==> config.mk <==
export PLATFORM = sky130hd
export DESIGN_NAME = mit_decoder
export DESIGN_NICKNAME = d
export VERILOG_FILES = /design/src/rtl/mit_pkg.sv /design/src/rtl/mit_lookup.sv /design/src/rtl/mit_decoder.sv
export SDC_FILE = /design/constraint.sdc
export NUM_CORES = 1
export LEC_CHECK = 0
export BUFFER_PORTS_ARGS = -buffer_cell sky130_fd_sc_hd__buf_2
export CAP_MARGIN = 20
export CORE_MARGIN = 5
export CORE_UTILIZATION = 52
export DETAILED_ROUTE_END_ITERATION = 10
export GPL_TIMING_DRIVEN = 0
export PLACE_DENSITY = 0.79
export SKIP_CTS_REPAIR_TIMING = 1
export SYNTH_ARGS = -nofsm -noshare
export SYNTH_HDL_FRONTEND = slang
export SYNTH_HIERARCHICAL = 1
export SYNTH_SLANG_ARGS = --single-unit
==> constraint.sdc <==
create_clock -name clk -period 4.5 [get_ports clk]
set_input_delay 0.45 -clock clk [delete_from_list [all_inputs] [get_ports clk]]
set_output_delay 0.45 -clock clk [all_outputs]
set_load 0.005 [all_outputs]
==> src/rtl/mit_pkg.sv <==
// Package: constants and carrier types for the instruction timing decoder
package mit_pkg;

    // Byte lengths and clock counts (single system clocks, no machine cycles)
    localparam logic [1:0] MIT_LEN_1 = 2'h1;
    localparam logic [1:0] MIT_LEN_2 = 2'h2;
    localparam logic [1:0] MIT_LEN_3 = 2'h3;
    localparam logic [3:0] MIT_CYC_1 = 4'h1;
    localparam logic [3:0] MIT_CYC_2 = 4'h2;
    localparam logic [3:0] MIT_CYC_3 = 4'h3;

    // Reset values
    localparam logic [7:0] MIT_OPC_RST = 8'h00;
    localparam logic [3:0] MIT_CNT_RST = 4'h0;

    // Opcode field positions
    localparam int MIT_OPC_HI_MSB = 7;
    localparam int MIT_OPC_HI_LSB = 4;

    // Opcode high nibbles of the covered groups
    localparam logic [3:0] MIT_HI_ADD                  = 4'h2;
    localparam logic [3:0] MIT_HI_ADD_WITH_CARRY       = 4'h3;
    localparam logic [3:0] MIT_HI_BITWISE_OR_OP        = 4'h4;
    localparam logic [3:0] MIT_HI_BITWISE_AND_OP       = 4'h5;
    localparam logic [3:0] MIT_HI_BITWISE_XOR_OP       = 4'h6;
    localparam logic [3:0] MIT_HI_MOVI                 = 4'h7;
    localparam logic [3:0] MIT_HI_MOVD                 = 4'h8;
    localparam logic [3:0] MIT_HI_SUBTRACT_WITH_BORROW = 4'h9;
    localparam logic [3:0] MIT_HI_MOVR                 = 4'ha;
    localparam logic [3:0] MIT_HI_MOVA                 = 4'he;
    localparam logic [3:0] MIT_HI_MOVS                 = 4'hf;

    // Single opcodes of the covered groups
    localparam logic [7:0] MIT_OP_RR_A               = 8'h03;
    localparam logic [7:0] MIT_OP_ROTATE_RIGHT_CARRY = 8'h13;
    localparam logic [7:0] MIT_OP_RL_A               = 8'h23;
    localparam logic [7:0] MIT_OP_ROTATE_LEFT_CARRY  = 8'h33;
    localparam logic [7:0] MIT_OP_CLR_A              = 8'he4;
    localparam logic [7:0] MIT_OP_CPL_A              = 8'hf4;
    localparam logic [7:0] MIT_OP_XRD_IND            = 8'he2;
    localparam logic [7:0] MIT_OP_XRD_DP             = 8'he0;
    localparam logic [7:0] MIT_OP_XWR_IND            = 8'hf2;
    localparam logic [7:0] MIT_OP_XWR_DP             = 8'hf0;

    // Flash window of the program space reached by the external-space move
    localparam logic [15:0] MIT_FLASH_LAST = 16'h1dff;

    // Decoded timing record
    typedef struct packed {
        logic       valid;
        logic       known;
        logic [1:0] length;
        logic [3:0] cycles;
    } mit_timing_type;

    // Target of an external-space move
    typedef struct packed {
        logic        valid;
        logic        write;
        logic        to_flash;
        logic        to_aux_ram;
        logic        blocked;
        logic [15:0] addr;
    } mit_xmove_type;

    // Sequencer states, one-hot
    typedef enum logic [2:0] {
        MIT_ST_IDLE = 3'b001,
        MIT_ST_EXEC = 3'b010,
        MIT_ST_DONE = 3'b100
    } mit_state_type;

endpackage

==> src/rtl/mit_lookup.sv <==
// Combinational opcode to length and clock-count table
`timescale 1ns/10ps
module mit_lookup (
    // Opcode in
    input  wire logic [7:0]              opcode,
    // Timing out
    output mit_pkg::mit_timing_type      timing
);
    import mit_pkg::*;

    logic [3:0] hi;
    logic [3:0] lo;

    assign hi = opcode[MIT_OPC_HI_MSB:MIT_OPC_HI_LSB];
    assign lo = opcode[3:0];

    // Low nibble: 8..f bank register, 6/7 indirect, 5 direct, 4 immediate
    always_comb begin
        timing        = '0;
        timing.valid  = 1'b1;
        case (hi)
            MIT_HI_ADD, MIT_HI_ADD_WITH_CARRY, MIT_HI_SUBTRACT_WITH_BORROW: begin
                if (lo[3]) begin
                    timing = '{1'b1, 1'b1, MIT_LEN_1, MIT_CYC_1};
                end else if (lo[3:1] == 3'h3) begin
                    timing = '{1'b1, 1'b1, MIT_LEN_1, MIT_CYC_2};
                end else if (lo == 4'h5) begin
                    timing = '{1'b1, 1'b1, MIT_LEN_2, MIT_CYC_2};
                end else if (lo == 4'h4) begin
                    timing = '{1'b1, 1'b1, MIT_LEN_2, MIT_CYC_2};
                end
            end
            MIT_HI_BITWISE_AND_OP, MIT_HI_BITWISE_OR_OP, MIT_HI_BITWISE_XOR_OP: begin
                if (lo[3]) begin
                    timing = '{1'b1, 1'b1, MIT_LEN_1, MIT_CYC_1};
                end else if (lo[3:1] == 3'h3) begin
                    timing = '{1'b1, 1'b1, MIT_LEN_1, MIT_CYC_2};
                end else if (lo == 4'h5) begin
                    timing = '{1'b1, 1'b1, MIT_LEN_2, MIT_CYC_2};
                end else if (lo == 4'h4) begin
                    timing = '{1'b1, 1'b1, MIT_LEN_2, MIT_CYC_2};
                end else if (lo == 4'h2) begin
                    timing = '{1'b1, 1'b1, MIT_LEN_2, MIT_CYC_2};
                end else if (lo == 4'h3) begin
                    timing = '{1'b1, 1'b1, MIT_LEN_3, MIT_CYC_3};
                end
            end
            MIT_HI_MOVI: begin
                if (lo[3] || lo[3:1] == 3'h3) begin
                    timing = '{1'b1, 1'b1, MIT_LEN_2, MIT_CYC_2};
                end else if (lo == 4'h5) begin
                    timing = '{1'b1, 1'b1, MIT_LEN_3, MIT_CYC_3};
                end else if (lo == 4'h4) begin
                    timing = '{1'b1, 1'b1, MIT_LEN_2, MIT_CYC_2};
                end
            end
            MIT_HI_MOVD: begin
                if (lo[3]) begin
                    timing = '{1'b1, 1'b1, MIT_LEN_2, MIT_CYC_2};
                end else if (lo[3:1] == 3'h3) begin
                    timing = '{1'b1, 1'b1, MIT_LEN_2, MIT_CYC_2};
                end else if (lo == 4'h5) begin
                    timing = '{1'b1, 1'b1, MIT_LEN_3, MIT_CYC_3};
                end
            end
            MIT_HI_MOVR: begin
                if (lo[3] || lo[3:1] == 3'h3) begin
                    timing = '{1'b1, 1'b1, MIT_LEN_2, MIT_CYC_2};
                end
            end
            MIT_HI_MOVA, MIT_HI_MOVS: begin
                if (lo[3]) begin
                    timing = '{1'b1, 1'b1, MIT_LEN_1, MIT_CYC_1};
                end else if (lo[3:1] == 3'h3) begin
                    timing = '{1'b1, 1'b1, MIT_LEN_1, MIT_CYC_2};
                end else if (lo == 4'h5) begin
                    timing = '{1'b1, 1'b1, MIT_LEN_2, MIT_CYC_2};
                end
            end
            default: begin
                timing.valid = 1'b1;
            end
        endcase
        // Accumulator clear, complement and rotates
        if (opcode == MIT_OP_CLR_A || opcode == MIT_OP_CPL_A ||
            opcode == MIT_OP_RL_A  || opcode == MIT_OP_ROTATE_LEFT_CARRY ||
            opcode == MIT_OP_RR_A  || opcode == MIT_OP_ROTATE_RIGHT_CARRY) begin
            timing = '{1'b1, 1'b1, MIT_LEN_1, MIT_CYC_1};
        end
        // Direct-to-accumulator move (hi e, lo 5) kept as two bytes
        if (opcode == 8'he5) begin
            timing = '{1'b1, 1'b1, MIT_LEN_2, MIT_CYC_2};
        end
        // External-space moves: one byte, three clocks
        if (opcode == MIT_OP_XRD_IND || opcode == 8'he3 ||
            opcode == MIT_OP_XWR_IND || opcode == 8'hf3 ||
            opcode == MIT_OP_XRD_DP || opcode == MIT_OP_XWR_DP) begin
            timing = '{1'b1, 1'b1, MIT_LEN_1, MIT_CYC_3};
        end
    end

endmodule // mit_lookup

==> src/rtl/mit_decoder.sv <==
// Instruction length, clock count and external-space move target decoder
`timescale 1ns/10ps
module mit_decoder (
    // Clock and reset
    input  wire logic                    clk,
    input  wire logic                    rstn,
    input  wire logic                    clk_en,
    // Opcode from fetch stage, same clock domain
    input  wire logic                    op_valid,
    input  wire logic [7:0]              opcode,
    // Timing to fetch and sequencing logic
    output mit_pkg::mit_timing_type      timing,
    output logic                         fetch_ready,
    output logic                         instr_done,
    // External-space move request
    input  wire logic [15:0]             xmove_addr,
    input  wire logic                    store_write_enable,
    input  wire logic                    flash_select,
    output mit_pkg::mit_xmove_type       xmove
);
    import mit_pkg::*;

    // All state of the decoder
    typedef struct packed {
        mit_state_type  state;
        mit_timing_type timing;
        mit_xmove_type  xmove;
        logic [3:0]     count;
        logic           done;
    } mit_regs_type;

    mit_regs_type   regs_r;
    mit_regs_type   regs_nxt;
    mit_timing_type lookup;
    logic           is_xmove;
    logic           is_write;

    // Table lookup kept combinational so timing is known in the accept cycle
    mit_lookup u_lookup (
        .opcode (opcode),
        .timing (lookup)
    );

    assign is_xmove = (opcode[7:5] == 3'h7) && (opcode[3:2] == 2'h0) && (opcode[1:0] != 2'h1);
    assign is_write = opcode[4];

    // Next-state logic
    always_comb begin
        regs_nxt      = regs_r;
        regs_nxt.done = 1'b0;
        case (regs_r.state)
            MIT_ST_IDLE, MIT_ST_DONE: begin
                regs_nxt.state = MIT_ST_IDLE;
                regs_nxt.xmove = '0;
                if (op_valid) begin
                    regs_nxt.timing = lookup;
                    regs_nxt.count  = lookup.cycles - MIT_CYC_1;
                    if (is_xmove) begin
                        // Only on-chip targets exist; no external bus is decoded
                        regs_nxt.xmove.valid      = 1'b1;
                        regs_nxt.xmove.write      = is_write;
                        regs_nxt.xmove.addr       = xmove_addr;
                        regs_nxt.xmove.to_flash   = flash_select;
                        regs_nxt.xmove.to_aux_ram = !flash_select;
                        // Flash write needs store enable and a mapped address
                        regs_nxt.xmove.blocked    = flash_select && is_write &&
                            (!store_write_enable || xmove_addr > MIT_FLASH_LAST);
                    end
                    if (lookup.cycles <= MIT_CYC_1) begin
                        regs_nxt.state = MIT_ST_DONE;
                        regs_nxt.done  = 1'b1;
                    end else begin
                        regs_nxt.state = MIT_ST_EXEC;
                    end
                end
            end
            MIT_ST_EXEC: begin
                // One clock per count step, no machine-cycle prescaler
                regs_nxt.count = regs_r.count - MIT_CYC_1;
                if (regs_r.count == MIT_CYC_1) begin
                    regs_nxt.state = MIT_ST_DONE;
                    regs_nxt.done  = 1'b1;
                end
            end
            default: begin
                regs_nxt.state = MIT_ST_IDLE;
            end
        endcase
    end

    // State register, frozen while clk_en is low
    always_ff @(posedge clk or negedge rstn) begin
        if (!rstn) begin
            regs_r <= '{MIT_ST_IDLE, '0, '0, MIT_CNT_RST, 1'b0};
        end else if (clk_en) begin
            regs_r <= regs_nxt;
        end
    end

    // Outputs
    assign timing      = regs_r.timing;
    assign xmove       = regs_r.xmove;
    assign instr_done  = regs_r.done;
    assign fetch_ready = (regs_r.state != MIT_ST_EXEC);

endmodule // mit_decoder

# ---- Word-level counts from Yosys, hierarchy flattened
# Cells that the tools add are included.
dict set report classes {
  n_addsub 2
  order_cmp 2
  eq_ne 38
  n_mux 32
  reduce_logical 28
}
# cell count
set ops {}
lappend ops {{$mux 8} 12}
lappend ops {{$eq 8x8->1 const B} 9}
lappend ops {{$mux 7} 10}
lappend ops {{$pmux 7 s6} 1}
lappend ops {{$mux 37} 1}
lappend ops {{$eq 4x3->1 const B} 6}
lappend ops {{$mux 21} 1}
lappend ops {{$eq 4x4->1 const B} 5}
lappend ops {{$eq 4x2->1 const B} 4}
lappend ops {{$eq 8x6->1 const B} 2}
lappend ops {{$gt 16x13->1 const B} 1}
lappend ops {{$logic_or 1x1->1} 12}
lappend ops {{$pmux 5 s2} 1}
lappend ops {{$eq 8x2->1 const B} 1}
lappend ops {{$eq 8x5->1 const B} 1}
lappend ops {{$sub 4x1->4 const B} 2}
lappend ops {{$eq 3x2->1 const B} 2}
lappend ops {{$eq 3x3->1 const B} 2}
lappend ops {{$mux 3} 2}
lappend ops {{$pmux 1 s6} 1}
lappend ops {{$pmux 3 s2} 1}
lappend ops {{$reduce_and 3->1} 2}
lappend ops {{$reduce_or 3->1} 2}
lappend ops {{$eq 4x1->1 const B} 1}
lappend ops {{12 further kinds} 20}
dict set report word_totals {
  ff_bits 37
  input_bits 30
}

# ---- Depth between registers and ports, before layout
dict set report depth {
  depth_word 15
  ltp_mapped 11
  depth_no_buf 10
}

# ---- Modules after synthesis
# Netlist, hierarchy kept.
# mod n_inst cells_per_inst area_each_um2
set by_module_without_submodules {}
lappend by_module_without_submodules {mit_decoder 1 162 1868.0}
lappend by_module_without_submodules {mit_lookup 1 59 405.4}

# ---- Least setup slack after synthesis
# OpenSTA, ideal clock, no wires.
dict set report synth_timing {
  path_type {input to register}
  start {input port opcode[7]}
  end {register regs_r[3] (netlist name)}
  setup_ns 0.121
  arrival_time_ns 2.163
  setup_slack_ns 2.216
  cell_stages 10
  cell_sequence {buf_6 nand3b_1 and3_1 a211o_1 o2111ai_1 inv_1 ha_1 xnor2_1 o32ai_1 a22o_1}
}
# item line_no
set synth_lines {}
lappend synth_lines {{from (decl)} mit_decoder.sv:10} ;# input wire logic [7:0] opcode,
lappend synth_lines {{to (signal assigned)} mit_decoder.sv:94} ;# regs_r <= '{MIT_ST_IDLE, '0, '0, MIT_CNT_RST, 1'b0};
lappend synth_lines {{to (signal assigned)} mit_decoder.sv:96} ;# regs_r <= regs_nxt;
lappend synth_lines {{to (decl)} mit_decoder.sv:32} ;# mit_regs_type regs_r;

==> impl_metrics.tcl <==
set metrics [dict create \
    gp_congestion 0.918 \
    finClkSkew_ns 0.00494 \
    antenna_found_initial 0 \
    drive_gt1_frac 0.424 \
    synth_seq_cells 37 \
    clk_pin_slew_ns 0.07 \
    io_pins 61 \
    clockPowerShare 0.215 \
    clk_latency_ns 0.29 \
    crit_start "opcode[7]" \
    htreeDepth 2 \
    dieArea_sq_um 5790 \
    fp.coreArea_sq_um 4290 \
    holdWs_ns 0.244 \
    cts_root_buf "clkbuf_8" \
    drt-pass1-iter-count 4 \
    fin_crit_ns 2.40 \
    synthArstFlopShare 1.00 \
    area_delta_synth_final_pct 20.0 \
    nets 323 \
    synth_ff_type "dfrtp_1" \
    initial_core_util 0.529 \
    maxCapViolations 0 \
    maxSlewHeadroom 0.466 \
    grt_pass1_wl_mm 8.02 \
    rsz0062_at_grt "no" \
    fin_crit_sh 0.532 \
    synth_seq_area_share 0.408 \
    synth_edf_count 0 \
    final_cells 342 \
    grt_max_degree 38 \
    crit_path_start_kind "primary input" \
    yosysMostFrequentCell "dfrtp_1" \
    synth_area_sq_um 2270 \
    crit_cells 12 \
    status "finished clean" \
    regToRegEndpoint "xmove[17]" \
    p_leak_nw 1.42 \
    synth.top_cell.area_share 0.396 \
    combinationalPowerShare 0.346 \
    cts_num_sinks 37 \
    worst_pin_slew_ns 0.802 \
    arrival_ns 2.55 \
    setup_viol 0 \
    slowest_stage "o2111ai_1" \
    synth.largest_area_cell "dfrtp_1" \
    cts_buffer_depth 2 \
    gr-total-overflow 0 \
    grt_pass1_vias 1756 \
    io_buffers 60 \
    routed_wl_mm 4.59 \
    wire_per_inst_um 13.4 \
    critPathKind "in2reg" \
    r2r_slack_ns 2.66 \
    via_per_inst 5.37 \
    rows 24 \
    synth_area_leaders "dfrtp_1 (40%), buf_4 (11%), a22o_1 (8.9%)" \
    critPathBufInv 3 \
    cts_tree "yes" \
    sw_frac_of_total 0.324 \
    dp_cells 334 \
    critical_path.top_delay_family "compound AO/OA/AOI/OAI gates" \
    p_sw_mw 0.338 \
    dp_hpwl_mm 3.44 \
    synthTopCellsByCount "dfrtp_1 (36), buf_4 (32), a22o_1 (23), inv_1 (14)" \
    antenna_cells 0 \
    drt_iter0_markers 106 \
    fin_util 0.635 \
    ys_types 54 \
    ant_nets 0 \
    crit_path_end "regs_r[36]" \
    fmax_mhz 417 \
    postSynthCellCount 221 \
    worstPathRequired_ns 4.66 \
    worstPathMaxFanout 10 \
    grtUsageTotal 0.162 \
    powerDensity_nw_per_um2 382 \
    r2r-start "regs_r[34]" \
    cp-end-kind "register" \
    hold_class "in2async" \
    drc 0 \
    max_stage_delay_ns 0.36 \
    worstPathCellList "buf_2, buf_6, nand3b_1, and3_1, a211o_1, o2111ai_1, inv_1, ha_1, nor2_1, nor3_1, a21boi_0, a21oi_1" \
    p_seq_frac 0.439 \
    die_h_um 76.1 \
    num_vias 1836 \
    finalHoldViolations 0 \
    setup-tns-final_ns 0 \
    ys.warnings.count 6 \
    die_x_um 76.1 \
    cts_buffers 5 \
    slew_violations 0 \
    ir_drop_uv 254 \
    syn_area_per_cell_sq_um 10.3 \
    intPower_mw 0.704 \
    ff2ff_path_depth 5 \
]
-- power groups by stage --
stage | Sequential [mW] | Combinational [mW] | Clock, mW
3_3_place_gp | 0.459 | 0.351 | 0
4_1_cts | 0.457 | 0.364 | 0.235
2_1_floorplan | 0.449 | 0.255 | 0
3_5_place_dp | 0.463 | 0.361 | 0
6_report | 0.458 | 0.360 | 0.224
5_1_grt | 0.469 | 0.400 | 0.251
-- cells by family (layout without fill, tap and decap cells) --
logic type      after synthesis  in the layout  synth area share
fa+ha+maj                     4              4            0.0220
buf+inv                      58            126             0.163
compound gates               64             64             0.235
flops                        37             37             0.408
other cells                   2              3           0.00330
mux                           6              6            0.0297
xor+xnor                      3              3            0.0149
simple gates                 47             47             0.124
-- per-stage QoR --
stage	area [sq um]	worst slack, ns	total power, mW
after floorplan	2280	2.22	0.704
after global placement	2640	1.90	0.810
after detailed placement	2640	1.83	0.824
after CTS	2730	2.13	1.06
after global routing	2730	1.94	1.12
final	2730	2.10	1.04
-- registers in the layout, summed over array words and instances, names as in the netlist --
register / cells
xmove: 21
instr_done: 1
timing: 8
regs_r: 7
-- worst min path at each step --
| stage | to | slack [ns] | depth (start not counted) |
|---|---|---|---|
| 6_report | xmove[5] | 0.24 | 1 |
| 3_5_place_dp | xmove[20] | 0.47 | 1 |
| 4_1_cts | xmove[5] | 0.27 | 1 |
| 3_3_place_gp | xmove[20] | 0.46 | 1 |
| 5_1_grt | xmove[5] | 0.32 | 1 |
| 2_1_floorplan | instr_done | 0.15 | 0 |
-- cell usage in the layout, fill, tap and decap left out, drive strengths merged, types with 3 or more instances in the layout --
cell type,Yosys,layout
mux2,6,6
inv,14,14
nand2,8,8
nor3,4,4
ha,4,4
a22o,23,23
o2111ai,3,3
buf,37,97
nor2,6,6
o21ai,7,7
dfrtp,36,36
clkbuf,7,12
o22ai,4,4
a21oi,8,8
nor2b,5,5
conb,2,3
nand3,5,5
-- worst register-to-register path: stages (launching register included) --
cell and delay [ns]:
dfstp_2 0.59, xor2_2 0.22, nand3_2 0.17, a2111oi_4 0.46, buf_6 0.20, a22o_1 0.14
-- layer usage --
| metal | up-vias | GRT usage | wire length (um) |
|---|---|---|---|
| met1 | 857 | 0.220 | 2120 |
| met4 | 0 | 0.0437 | 50 |
| li1 | 908 | - | - |
| met3 | 8 | 0.0626 | 394 |
| met2 | 63 | 0.241 | 2030 |
| met5 | - | 0 | 0 |
-- area by class of cell --
cell class	instances	area, sq um
fillers	390	1570
multi-input cells	127	978
flip-flops and latches	37	927
plain buffers	44	319
repair buffers	60	300
clock buffers	5	68.8
well taps	52	65.1
inverters	14	52.6
clock inverters	3	17.5
Note: power is estimated with default switching activity, not from simulation.
